[src/dcc_pkg.sv]
package dcc_pkg;
  // APB word offsets
  localparam logic [7:0] A_CTRL   = 8'h00;
  localparam logic [7:0] A_NEXT   = 8'h04;
  localparam logic [7:0] A_CMD    = 8'h08;
  localparam logic [7:0] A_POS    = 8'h0C;
  localparam logic [7:0] A_XFER   = 8'h10;
  localparam logic [7:0] A_STATUS = 8'h14;
  localparam logic [7:0] A_DSTAT  = 8'h18;
  // Option byte bit positions; bits 3, 1, 0 change meaning by command
  localparam int OPT_WAIT = 7;
  localparam int OPT_SE   = 6;
  localparam int OPT_STOP_ON_RESULT_BLOCK = 5;
  localparam int OPT_FW   = 4;
  localparam int OPT_B3   = 3;
  localparam int OPT_DM   = 2;
  localparam int OPT_B1   = 1;
  localparam int OPT_B0   = 0;
  // Command codes
  localparam logic [7:0] CMD_LOADBUF = 8'h01;
  localparam logic [7:0] CMD_DUMPBUF = 8'h02;
  localparam logic [7:0] CMD_RESTORE = 8'h08;
  localparam logic [7:0] CMD_RPS     = 8'h0A;
  localparam logic [7:0] CMD_READ    = 8'h0C;
  localparam logic [7:0] CMD_WRITE   = 8'h0D;
  localparam logic [7:0] CMD_SEEK    = 8'h0E;
  localparam logic [7:0] CMD_VERIFY  = 8'h0F;
  localparam logic [7:0] CMD_CHAN    = 8'h10;
  // Default data marks
  localparam logic [7:0] MARK_HARD   = 8'hF8;
  localparam logic [7:0] MARK_ESDI   = 8'hFE;
  localparam logic [7:0] MARK_FLOPPY = 8'hFB;
  localparam logic [1:0] MODE_HARD   = 2'h0;
  localparam logic [1:0] MODE_ESDI   = 2'h1;
  localparam logic [1:0] MODE_FLOPPY = 2'h2;
  localparam logic [1:0] OVF_STOP    = 2'h0;
  localparam logic [1:0] OVF_HEAD    = 2'h1;
  localparam logic [1:0] OVF_TRACK   = 2'h2;
  localparam logic [2:0] PARK_STEPS  = 3'h5;
  localparam logic [31:0] NULL_PTR   = 32'h0000_0000;
  // Post-write delay
  localparam int DELAY_NS  = 1000000;
  localparam int CLK_NS    = 10;
  localparam int DELAY_CYC = DELAY_NS / CLK_NS;
  // Result block codes
  localparam logic [3:0] RB_NONE  = 4'h0;
  localparam logic [3:0] RB_SEEK  = 4'h1;
  localparam logic [3:0] RB_FATAL = 4'h2;
  localparam logic [3:0] RB_FLAG  = 4'h3;
  typedef enum logic [2:0] {
    FT_NONE = 3'h0, FT_NORMAL = 3'h1, FT_WAIT = 3'h2, FT_SRB = 3'h3, FT_SE = 3'h4
  } dcc_fault_t;
  typedef enum logic [3:0] {
    S_IDLE = 4'h0, S_LATCH = 4'h1, S_VERIFY = 4'h3, S_XFER = 4'h2,
    S_FINISH = 4'h6, S_NEXT = 4'h7, S_HALT = 4'h5, S_RESTORE = 4'h4,
    S_DELAY = 4'hC, S_DRV = 4'hD, S_BUF = 4'h8
  } dcc_state_t;
endpackage : dcc_pkg

[src/dcc_chain.sv]
// Contract
// - Stop-on-fatal halts the chain after a fatal block; that halt is not resumable.
// - Stop-on-result-block halts right after any result block, resumable only if non-fatal.
// - Map enable makes the data pointer a first map entry, else linear.
// - Without custom mark use mode default mark: hard, enhanced or floppy.
// - With custom mark use the block's mark field, only for read, write, verify and RPS commands.
// - Position check on seek/restore: mismatch gives seek error, no retry.
// - Read/write/verify check track, restore and reseek once, then fatal seek error.
// - Buffer swap toggles sector buffer after a full load or dump.
// - Relocation check runs only when auto relocate on and disable clear.
// - Post-write delay of 1 ms after last track sector before any seek.
// - Restore with park recover steps inward 5 tracks first.
// - Drive command waits for command complete when asked, else proceeds.
// - Drive command with status return waits for and stores drive status.
// - Wait option halts after the block with wait-stop fault, resumable.
// - Stop-on-result-block halts with result-block fault when blocks were written.
// - Stop-on-fatal alone halts only after fatal error with stop-on-error fault.
// - Zero next pointer ends chain with normal completion fault.
// - With no stop options the chain continues regardless of errors.
// - Transfer record count sectors, overflow stops or bumps head or track.
// - Enhanced format compares flag byte with header flag, mismatch gives result block.
// - Read moves disk to memory, write memory to disk.
// - Long access bit selects normal or long transfer with check bytes.
// - Wait halt is resumable and look-ahead stops at a wait block.
//
// Implementation choices: register access over APB and the address map.
module dcc_chain
  import dcc_pkg::*;
#(
  parameter int DELAY_CYCLES = DELAY_CYC
) (
  input  wire logic        clock,
  input  wire logic        rst_b,
  input  wire logic        psel,
  input  wire logic        penable,
  input  wire logic        pwrite,
  input  wire logic [7:0]  paddr,
  input  wire logic [31:0] pwdata,
  output logic [31:0]      prdata,
  output logic             pready,
  output logic             pslverr,
  input  wire logic        pos_ok,
  input  wire logic        pos_bad,
  input  wire logic [7:0]  id_flag,
  input  wire logic        restore_done,
  input  wire logic        sector_done,
  input  wire logic        buffer_done,
  input  wire logic        cmd_complete,
  input  wire logic        status_valid,
  input  wire logic [15:0] status_data,
  output logic             seek_req,
  output logic             restore_req,
  output logic [2:0]       park_steps,
  output logic             xfer_req,
  output logic             xfer_to_mem,
  output logic             long_access,
  output logic             map_mode,
  output logic             relocate_check,
  output logic [7:0]       data_mark,
  output logic             buf_sel,
  output logic             drive_cmd,
  output logic             result_valid,
  output logic [3:0]       result_code,
  output logic             fault,
  output dcc_fault_t       fault_type,
  output logic             chain_req,
  output logic             lookahead_ok,
  output logic [15:0]      cur_track,
  output logic [7:0]       cur_head,
  output logic [7:0]       cur_sector
);

  function automatic logic is_rwv(input logic [7:0] c);
    is_rwv = (c == CMD_READ) || (c == CMD_WRITE) || (c == CMD_VERIFY);
  endfunction : is_rwv

  ////////////////////////////////////////////////////////////////////////////
  // Register file
  logic [31:0] ctrl_r, next_r, cmd_r, pos_r, xfer_r;
  logic [15:0] drv_status;
  logic        wr_en, go, resume, hit;
  dcc_state_t  state, next_state;
  logic        resumable, srb_seen, fatal_seen, retried, got_status;
  logic [7:0]  opt, cmd, flag;
  logic [31:0] next_ptr;
  logic [7:0]  cnt;
  logic [16:0] dly;
  logic        emit, efatal, halt_res;
  logic [3:0]  ecode;
  dcc_fault_t  halt_ft;
  logic [1:0]  mode, ovf;
  logic [7:0]  spt_last;
  logic        sec_wrap, fw_hit;

  assign mode     = ctrl_r[3:2];
  assign ovf      = ctrl_r[6:5];
  assign spt_last = ctrl_r[15:8];
  assign hit      = (paddr == A_CTRL) || (paddr == A_NEXT) || (paddr == A_CMD) ||
                    (paddr == A_POS) || (paddr == A_XFER) || (paddr == A_STATUS) ||
                    (paddr == A_DSTAT);
  assign wr_en    = psel && penable && pwrite && pready;
  assign go       = wr_en && (paddr == A_CTRL) && pwdata[0];
  assign resume   = wr_en && (paddr == A_CTRL) && pwdata[1];
  assign pslverr  = psel && penable && pready && !hit;

  // One wait state gives the read mux a full cycle
  always_ff @(posedge clock or negedge rst_b) begin
    if (!rst_b) begin
      pready <= 1'b0;
    end else begin
      pready <= psel && penable && !pready;
    end
  end

  // Writable registers; start and resume bits are not stored
  always_ff @(posedge clock or negedge rst_b) begin
    if (!rst_b) begin
      ctrl_r <= 32'h0000_0000;
      next_r <= 32'h0000_0000;
      cmd_r  <= 32'h0000_0000;
      pos_r  <= 32'h0000_0000;
      xfer_r <= 32'h0000_0000;
    end else if (wr_en) begin
      if (paddr == A_CTRL) begin
        ctrl_r <= {pwdata[31:2], 2'h0};
      end else if (paddr == A_NEXT) begin
        next_r <= pwdata;
      end else if (paddr == A_CMD) begin
        cmd_r <= pwdata;
      end else if (paddr == A_POS) begin
        pos_r <= pwdata;
      end else if (paddr == A_XFER) begin
        xfer_r <= pwdata;
      end
    end
  end

  // Read data registered during the wait state
  always_ff @(posedge clock or negedge rst_b) begin
    if (!rst_b) begin
      prdata <= 32'h0000_0000;
    end else if (psel && penable && !pwrite && !pready) begin
      if (paddr == A_CTRL) begin
        prdata <= ctrl_r;
      end else if (paddr == A_NEXT) begin
        prdata <= next_r;
      end else if (paddr == A_CMD) begin
        prdata <= cmd_r;
      end else if (paddr == A_POS) begin
        prdata <= {cur_sector, cur_head, cur_track};
      end else if (paddr == A_XFER) begin
        prdata <= xfer_r;
      end else if (paddr == A_STATUS) begin
        prdata <= {18'h0, fatal_seen, srb_seen, result_code, fault_type,
                   buf_sel, chain_req, (state != S_IDLE), resumable, fault};
      end else if (paddr == A_DSTAT) begin
        prdata <= {16'h0, drv_status};
      end else begin
        prdata <= 32'h0000_0000;
      end
    end
  end

  ////////////////////////////////////////////////////////////////////////////
  // Chain sequencer
  assign sec_wrap = (cur_sector == spt_last);
  assign fw_hit   = sec_wrap && (cmd == CMD_WRITE) && opt[OPT_FW];

  always_comb begin
    next_state = state;
    emit       = 1'b0;
    efatal     = 1'b0;
    ecode      = RB_NONE;
    halt_ft    = FT_NONE;
    halt_res   = 1'b0;
    case (state)
      S_IDLE, S_NEXT: begin
        if (go) next_state = S_LATCH;
      end
      S_HALT: begin
        if (go) begin
          next_state = S_LATCH;
        end else if (resume && resumable) begin
          next_state = S_NEXT;
        end
      end
      S_LATCH: begin
        if (is_rwv(cmd_r[15:8])) begin
          next_state = S_VERIFY;
        end else if (cmd_r[15:8] == CMD_RESTORE) begin
          next_state = S_RESTORE;
        end else if ((cmd_r[15:8] == CMD_SEEK || cmd_r[15:8] == CMD_RPS) && cmd_r[OPT_B3]) begin
          next_state = S_VERIFY;
        end else if (cmd_r[15:8] == CMD_CHAN) begin
          next_state = S_DRV;
        end else if (cmd_r[15:8] == CMD_LOADBUF || cmd_r[15:8] == CMD_DUMPBUF) begin
          next_state = S_BUF;
        end else begin
          next_state = S_FINISH;
        end
      end
      S_VERIFY: begin
        if (pos_ok) begin
          // Flag compare only on the enhanced track format
          if (mode == MODE_ESDI && is_rwv(cmd) && id_flag != flag) begin
            emit  = 1'b1;
            ecode = RB_FLAG;
          end
          next_state = is_rwv(cmd) ? S_XFER : S_FINISH;
        end else if (pos_bad) begin
          emit = 1'b1;
          if (is_rwv(cmd) && retried) begin
            ecode      = RB_FATAL;
            efatal     = 1'b1;
            next_state = S_FINISH;
          end else if (is_rwv(cmd)) begin
            ecode      = RB_SEEK;
            next_state = S_RESTORE;
          end else begin
            ecode      = RB_SEEK;
            next_state = S_FINISH;
          end
        end
      end
      S_RESTORE: begin
        if (restore_done) begin
          next_state = (cmd == CMD_RESTORE && !opt[OPT_B3]) ? S_FINISH : S_VERIFY;
        end
      end
      S_XFER: begin
        if (cnt == 8'h00) begin
          next_state = S_FINISH;
        end else if (sector_done) begin
          if (fw_hit) begin
            next_state = S_DELAY;
          end else if (cnt == 8'h01 || (sec_wrap && ovf == OVF_STOP)) begin
            next_state = S_FINISH;
          end else if (sec_wrap) begin
            next_state = S_VERIFY;
          end
        end
      end
      S_DELAY: begin
        if (dly == 17'h0) begin
          next_state = (cnt == 8'h00 || ovf == OVF_STOP) ? S_FINISH : S_VERIFY;
        end
      end
      S_DRV: begin
        if ((!opt[OPT_B0] || cmd_complete) && (!opt[OPT_B1] || got_status)) begin
          next_state = S_FINISH;
        end
      end
      S_BUF: begin
        if (buffer_done) next_state = S_FINISH;
      end
      S_FINISH: begin
        // Policy reads only the latched option copy
        next_state = S_HALT;
        if (opt[OPT_WAIT]) begin
          halt_ft  = FT_WAIT;
          halt_res = 1'b1;
        end else if (opt[OPT_STOP_ON_RESULT_BLOCK] && srb_seen) begin
          halt_ft  = FT_SRB;
          halt_res = !fatal_seen;
        end else if (opt[OPT_SE] && fatal_seen) begin
          halt_ft  = FT_SE;
        end else if (next_ptr == NULL_PTR) begin
          halt_ft  = FT_NORMAL;
        end else begin
          next_state = S_NEXT;
        end
      end
      default: next_state = S_IDLE;
    endcase
    // Result-block stop cuts the command short, SE cases included
    if (emit && opt[OPT_STOP_ON_RESULT_BLOCK]) begin
      next_state = S_HALT;
      halt_ft    = FT_SRB;
      halt_res   = !efatal;
    end
  end

  always_ff @(posedge clock or negedge rst_b) begin
    if (!rst_b) state <= S_IDLE;
    else        state <= next_state;
  end

  // Fault flag and type, set on entry to halt
  always_ff @(posedge clock or negedge rst_b) begin
    if (!rst_b) begin
      fault      <= 1'b0;
      fault_type <= FT_NONE;
      resumable  <= 1'b0;
    end else if (next_state == S_HALT && state != S_HALT) begin
      fault      <= 1'b1;
      fault_type <= halt_ft;
      resumable  <= halt_res;
    end else if (state == S_HALT && next_state != S_HALT) begin
      fault      <= 1'b0;
      fault_type <= FT_NONE;
      resumable  <= 1'b0;
    end
  end

  // Per-block latch of options and command fields
  always_ff @(posedge clock or negedge rst_b) begin
    if (!rst_b) begin
      opt            <= 8'h00;
      cmd            <= 8'h00;
      flag           <= 8'h00;
      next_ptr       <= 32'h0000_0000;
      data_mark      <= MARK_HARD;
      map_mode       <= 1'b0;
      relocate_check <= 1'b0;
      long_access    <= 1'b0;
      xfer_to_mem    <= 1'b0;
      park_steps     <= 3'h0;
    end else if (state == S_LATCH) begin
      opt      <= cmd_r[7:0];
      cmd      <= cmd_r[15:8];
      flag     <= cmd_r[31:24];
      next_ptr <= next_r;
      if (cmd_r[OPT_DM] && (is_rwv(cmd_r[15:8]) || cmd_r[15:8] == CMD_RPS)) begin
        data_mark <= xfer_r[7:0];
      end else if (mode == MODE_ESDI) begin
        data_mark <= MARK_ESDI;
      end else if (mode == MODE_FLOPPY) begin
        data_mark <= MARK_FLOPPY;
      end else begin
        data_mark <= MARK_HARD;
      end
      map_mode       <= cmd_r[OPT_B3] && cmd_r[15:8] != CMD_SEEK &&
                        cmd_r[15:8] != CMD_RESTORE && cmd_r[15:8] != CMD_RPS;
      relocate_check <= is_rwv(cmd_r[15:8]) && ctrl_r[4] && !cmd_r[OPT_B0];
      long_access    <= xfer_r[24];
      xfer_to_mem    <= (cmd_r[15:8] == CMD_READ);
      park_steps     <= (cmd_r[15:8] == CMD_RESTORE && cmd_r[OPT_B0]) ? PARK_STEPS : 3'h0;
    end
  end

  // Block progress flags; clear at latch beats set
  always_ff @(posedge clock or negedge rst_b) begin
    if (!rst_b) begin
      srb_seen   <= 1'b0;
      fatal_seen <= 1'b0;
      retried    <= 1'b0;
    end else begin
      if (state == S_LATCH) begin
        srb_seen   <= 1'b0;
        fatal_seen <= 1'b0;
        retried    <= 1'b0;
      end else if (emit) begin
        srb_seen   <= 1'b1;
        fatal_seen <= fatal_seen || efatal;
      end
      if (state == S_VERIFY && pos_bad) begin
        retried <= 1'b1;
      end else if (state == S_XFER && sector_done && sec_wrap) begin
        retried <= 1'b0;  // New track gets its own retry
      end
    end
  end

  // Result block pulse
  always_ff @(posedge clock or negedge rst_b) begin
    if (!rst_b) begin
      result_valid <= 1'b0;
      result_code  <= RB_NONE;
    end else begin
      result_valid <= emit;
      if (emit) result_code <= ecode;
    end
  end

  // Position and record count walk
  always_ff @(posedge clock or negedge rst_b) begin
    if (!rst_b) begin
      cur_track  <= 16'h0000;
      cur_head   <= 8'h00;
      cur_sector <= 8'h00;
      cnt        <= 8'h00;
    end else if (state == S_LATCH) begin
      cur_track  <= pos_r[15:0];
      cur_head   <= pos_r[23:16];
      cur_sector <= pos_r[31:24];
      cnt        <= xfer_r[15:8];
    end else if (state == S_XFER && sector_done && cnt != 8'h00) begin
      cnt <= cnt - 8'h01;
      if (!sec_wrap) begin
        cur_sector <= cur_sector + 8'h01;
      end else if (ovf == OVF_HEAD) begin
        cur_sector <= 8'h00;
        cur_head   <= cur_head + 8'h01;
      end else if (ovf == OVF_TRACK) begin
        cur_sector <= 8'h00;
        cur_track  <= cur_track + 16'h0001;
      end
    end
  end

  // Post-write delay counter
  always_ff @(posedge clock or negedge rst_b) begin
    if (!rst_b) begin
      dly <= 17'h0;
    end else if (next_state == S_DELAY && state != S_DELAY) begin
      dly <= 17'(DELAY_CYCLES - 1);
    end else if (state == S_DELAY && dly != 17'h0) begin
      dly <= dly - 17'h1;
    end
  end

  // Drive channel: command pulse, status capture, buffer swap
  always_ff @(posedge clock or negedge rst_b) begin
    if (!rst_b) begin
      drive_cmd  <= 1'b0;
      got_status <= 1'b0;
      drv_status <= 16'h0000;
      buf_sel    <= 1'b0;
    end else begin
      drive_cmd <= (state == S_LATCH) && (next_state == S_DRV);
      if (state == S_LATCH) begin
        got_status <= 1'b0;
      end else if (state == S_DRV && opt[OPT_B1] && status_valid) begin
        got_status <= 1'b1;
        drv_status <= status_data;
      end
      if (state == S_BUF && buffer_done && opt[OPT_B0]) begin
        buf_sel <= !buf_sel;
      end
    end
  end

  assign seek_req     = (state == S_VERIFY);
  assign restore_req  = (state == S_RESTORE);
  assign xfer_req     = (state == S_XFER);
  assign chain_req    = (state == S_NEXT);
  // No look-ahead past a wait block
  assign lookahead_ok = (state != S_IDLE) && (state != S_HALT) && !opt[OPT_WAIT];
endmodule : dcc_chain

[config.mk]
export PLATFORM = sky130hd
export DESIGN_NAME = dcc_chain
export DESIGN_NICKNAME = d
export VERILOG_FILES = /design/src/dcc_pkg.sv /design/src/dcc_chain.sv
export SDC_FILE = /design/constraint.sdc
export NUM_CORES = 1
export LEC_CHECK = 0
export BUFFER_PORTS_ARGS = -buffer_cell sky130_fd_sc_hd__clkbuf_2
export CAP_MARGIN = 20
export CORE_MARGIN = 2
export CORE_UTILIZATION = 30
export DETAILED_ROUTE_END_ITERATION = 12
export HOLD_SLACK_MARGIN = 0.03
export MAX_ROUTING_LAYER = met4
export PLACE_DENSITY_LB_ADDON = 0.08
export SETUP_SLACK_MARGIN = 0.1
export SKIP_LAST_GASP = 1
export SYNTH_ARGS = -nofsm -noshare
export SYNTH_HDL_FRONTEND = slang
export SYNTH_SLANG_ARGS = --single-unit
[constraint.sdc]
create_clock -name clock -period 2.9 [get_ports clock]
set_clock_uncertainty 0.2 [all_clocks]
set_input_delay 0.58 -clock clock [delete_from_list [all_inputs] [get_ports clock]]
set_output_delay 0.58 -clock clock [all_outputs]
set_load 0.02 [all_outputs]
==> insert_results.sql <==
INSERT INTO impl_metrics (metric_group, metric, value, unit) VALUES
('setup_path', 'cp_max_fo', '4', ''),
('hold_path', 'worst_hold_path_type', 'in2reg', ''),
('clock_network', 'tritoncts.num_buffers', '43', ''),
('drt', 'drt_first_iter_violations', '884', ''),
('floorplanning', 'fp.dieArea', '0.0562', 'mm²'),
('grt', 'grt_start_max_net_pins', '128', ''),
('yosys', 'synth_edf_count', '0', ''),
('setup_path', 'r2r_end', 'fault', ''),
('setup_path', 'timing.critical_path.from_type', 'register', ''),
('floorplanning', 'dieHeight', '237', 'µm'),
('status', 'failed_checks', 'negative setup slack', ''),
('finish', 'diodes', '0', ''),
('yosys', 'fraction_of_the_mapped_netlist_area_in_compound_gates', '10.0', '%'),
('setup_path', 'worst-r2r-setup-slack', '-0.03', 'ns'),
('yosys', 'syn-instance-count', '1569', ''),
('yosys', 'postSynthRegisterBits', '350', ''),
('power', 'netSwitchingFraction', '32.3', '%'),
('clock_network', 'clock_latency', '0.57', 'ns'),
('yosys', 'synthesis.area', '0.0163', 'mm²'),
('yosys', 'synth_area_per_cell', '10.4', 'µm²'),
('setup_path', 'setup.worst_path.end_class', 'register', ''),
('status', 'run_status', 'finished, violations left', ''),
('yosys', 'synth.lib_cells_used.distinct', '69', ''),
('finish', 'drive_above_1_share', '35.4', '%'),
('setup_path', 'rr_worst_depth', '10', ''),
('grt', 'initial_antenna_violation_count', '0', ''),
('floorplanning', 'total_core_area', '0.0537', 'mm²'),
('drt', 'antenna_left', '0', ''),
('grt', 'grt_overflow', '0', ''),
('finish', 'layout.core_utilization', '39.9', '%'),
('floorplanning', 'start_util', '30.3', '%'),
('clock_network', 'htree_levels', '2', ''),
('timing', 'setup-violations-final', '3', ''),
('yosys', 'asyncSetResetFlopFracSynth', '100', '%'),
('yosys', 'synth_mux_area_share', '12.3', '%'),
('job', 'drv_cap', '0', ''),
('grt', 'global_route.peak_usage_layer', 'met2', ''),
('floorplanning', 'rows', '85', ''),
('clock_network', 'cts-root-buf', 'sky130_fd_sc_hd__clkbuf_16', ''),
('setup_path', 'worst_r2r_startpoint', 'cmd[4]', ''),
('grt', 'grt_use_met3', '2.88', '%'),
('placement', 'post-place-ws', '-0.439', 'ns'),
('yosys', 'synth-adder-area-share', '0.999', '%'),
('power', 'power.ir.vdd_worst', '0.467', 'mV'),
('finish', 'multi_input_comb_area', '0.00745', 'mm²'),
('finish', 'num-nets-final', '2022', ''),
('hold_path', 'worst_hold_path.endpoint', 'drv_status[10]', ''),
('clock_network', 'clock_tree_from_tritoncts', 'built', ''),
('grt', 'grt_pass1_vias', '13900', ''),
('power', 'switching_power', '0.00491', 'W'),
('timing', 'period_needed', '2.93', 'ns'),
('drt', 'wirelength', '58800', 'µm'),
('finish', 'layout_commonest_cell', 'sky130_fd_sc_hd__nand2_1', ''),
('drt', 'route.vias.total', '13500', ''),
('power', 'cellLeakagePower', '10.6', 'nW'),
('yosys', 'simple_logic_cell_fraction_of_the_synthesized_area', '17.3', '%'),
('timing', 'worst_slew_pin_slew', '0.826', 'ns'),
('yosys', 'synth.yosys.warnings', '0', ''),
('drt', 'drt-wirelength-per-cell', '22.1', 'µm'),
('drt', 'drt_drc_violations_left', '0', ''),
('power', 'internal_power', '0.0103', 'W'),
('timing', 'holdWs', '0.0607', 'ns'),
('timing', 'postLayoutSetupSlackWorst', '-0.0316', 'ns'),
('power', 'combinationalPowerShare', '25.6', '%'),
('setup_path', 'timing.critical_path.arrival', '3.19', 'ns'),
('power', 'share_clk_of_total_power', '36.9', '%'),
('setup_path', 'worst-setup-path-type', 'reg2reg', ''),
('timing', 'rsz0062_at_grt', 'true', ''),
('drt', 'drtPass1Iterations', '4', ''),
('clock_network', 'clock_sinks', '350', ''),
('grt', 'grt_util_met1', '28.6', '%');
## per-layer routing
| layer | up-vias | wire length [µm] |
|---|---|---|
| met5 | - | 0 |
| met4 | 0 | 1670 |
| met3 | 95 | 2190 |
| met2 | 312 | 28200 |
| met1 | 6802 | 26800 |
| li1 | 6244 | - |
## worst max path at each step
stage | start | to | cells after the start
after detailed placement | paddr[1] | resumable | 12
after global routing | cur_sector[6] | resumable | 11
after CTS | cmd[4] | resumable | 11
after floorplan | paddr[5] | resumable | 11
final | cmd[4] | fault | 10
after global placement | state[0] | resumable | 11
## logic make-up after synthesis
logic type | count (synthesis)
AO/OA/AOI/OAI | 255
AND/OR/NAND/NOR | 609
other | 1
flip-flops | 350
multiplexers | 181
adder cells (fa/ha/maj) | 13
XOR/XNOR | 52
buffers and inverters | 108
## per-stage QoR
step / instances / instance area, µm²
global route: 2663 / 21400
global placement: 2565 / 19500
finish: 2663 / 21400
detailed placement: 2565 / 19500
CTS: 2659 / 21200
floorplan: 1571 / 16300
## sequential cells by signal (all words and copies together), names as in the netlist, 16 cells and up
| signal | count |
|---|---|
| cmd_r | 32 |
| next_ptr | 32 |
| next_r | 32 |
| pos_r | 32 |
| prdata | 32 |
| xfer_r | 32 |
| ctrl_r | 30 |
| dly | 17 |
| cur_track | 16 |
| drv_status | 16 |
## worst max-delay path, stage by stage, from the launching register on
cell and delay [ns]:
sky130_fd_sc_hd__dfrtp_1 0.40, sky130_fd_sc_hd__or4_4 0.55, sky130_fd_sc_hd__nor3_4 0.15, sky130_fd_sc_hd__nand4_1 0.14
sky130_fd_sc_hd__o21ai_2 0.15, sky130_fd_sc_hd__nand3_2 0.09, sky130_fd_sc_hd__o221a_4 0.24, sky130_fd_sc_hd__nor4bb_4 0.33
sky130_fd_sc_hd__ha_4 0.27, sky130_fd_sc_hd__buf_4 0.14, sky130_fd_sc_hd__a21o_1 0.17
## power groups by stage
| stage | sequential (W) | combinational, W | clock, W |
|---|---|---|---|
| final | 0.00570 | 0.00388 | 0.00560 |
| after detailed placement | 0.00579 | 0.00361 | 0 |
| after global routing | 0.00575 | 0.00423 | 0.00595 |
| after floorplan | 0.00594 | 0.00156 | 0 |
| after CTS | 0.00571 | 0.00374 | 0.00577 |
| after global placement | 0.00579 | 0.00361 | 0 |
## cells in the mapped netlist (3+ instances only)
master | count | area, µm²
sky130_fd_sc_hd__buf_1 | 12 | 45.0
sky130_fd_sc_hd__mux2_2 | 153 | 1720
sky130_fd_sc_hd__mux2i_1 | 28 | 280
sky130_fd_sc_hd__buf_2 | 11 | 55.1
sky130_fd_sc_hd__or4_1 | 8 | 60.1
sky130_fd_sc_hd__buf_4 | 4 | 30.0
sky130_fd_sc_hd__o22ai_1 | 4 | 25.0
sky130_fd_sc_hd__clkbuf_1 | 57 | 214
sky130_fd_sc_hd__a32o_1 | 4 | 40.0
sky130_fd_sc_hd__a21boi_0 | 3 | 22.5
sky130_fd_sc_hd__a22o_1 | 7 | 61.3
sky130_fd_sc_hd__dfstp_2 | 5 | 131
sky130_fd_sc_hd__o211ai_1 | 4 | 30.0
sky130_fd_sc_hd__and3_1 | 16 | 100
sky130_fd_sc_hd__nor2b_1 | 9 | 56.3
sky130_fd_sc_hd__nand3_1 | 33 | 165
sky130_fd_sc_hd__nand2_1 | 360 | 1350
sky130_fd_sc_hd__and2_1 | 8 | 50.1
sky130_fd_sc_hd__a21oi_1 | 35 | 175
sky130_fd_sc_hd__a221o_1 | 4 | 40.0
sky130_fd_sc_hd__a22oi_1 | 27 | 203
sky130_fd_sc_hd__xor2_1 | 34 | 298
sky130_fd_sc_hd__xnor2_1 | 17 | 149
sky130_fd_sc_hd__nor2_1 | 66 | 248
sky130_fd_sc_hd__a221oi_1 | 23 | 201
sky130_fd_sc_hd__nand4_1 | 22 | 138
sky130_fd_sc_hd__a211o_1 | 4 | 35.0
sky130_fd_sc_hd__o31ai_1 | 7 | 52.6
sky130_fd_sc_hd__a211oi_1 | 3 | 22.5
sky130_fd_sc_hd__ha_1 | 13 | 163
sky130_fd_sc_hd__a31oi_1 | 19 | 119
sky130_fd_sc_hd__nor4_1 | 19 | 119
sky130_fd_sc_hd__nand2b_1 | 12 | 75.1
sky130_fd_sc_hd__or3_1 | 14 | 87.6
sky130_fd_sc_hd__nor3_1 | 19 | 95.1
sky130_fd_sc_hd__o21ai_1 | 6 | 30.0
sky130_fd_sc_hd__o21ai_0 | 90 | 450
sky130_fd_sc_hd__inv_1 | 22 | 82.6
sky130_fd_sc_hd__dfrtp_1 | 345 | 8630
sky130_fd_sc_hd__nor3_2 | 5 | 50.1
## area by class of cell
class	instances	share of cell area, %
clock buffers	70	6.20
clock inverters	9	0.648
inverters	23	0.403
multi-input cells	1113	34.8
flip-flops and latches	350	41.0
well taps	696	4.07
repair buffers	402	12.9
## what timing repair did
| item | 4_1_cts | 5_1_grt |
|---|---|---|
| hold buffers | 11 | 0 |
| hold endpoints to repair | 50 | 0 |
| setup buffers | 4 | 5 |
| endpoints found under the setup margin | 11 | 15 |
| resized for setup | 32 | 33 |
| pin swaps | 19 | 12 |
Note: power is estimated with default switching activity, not from simulation.
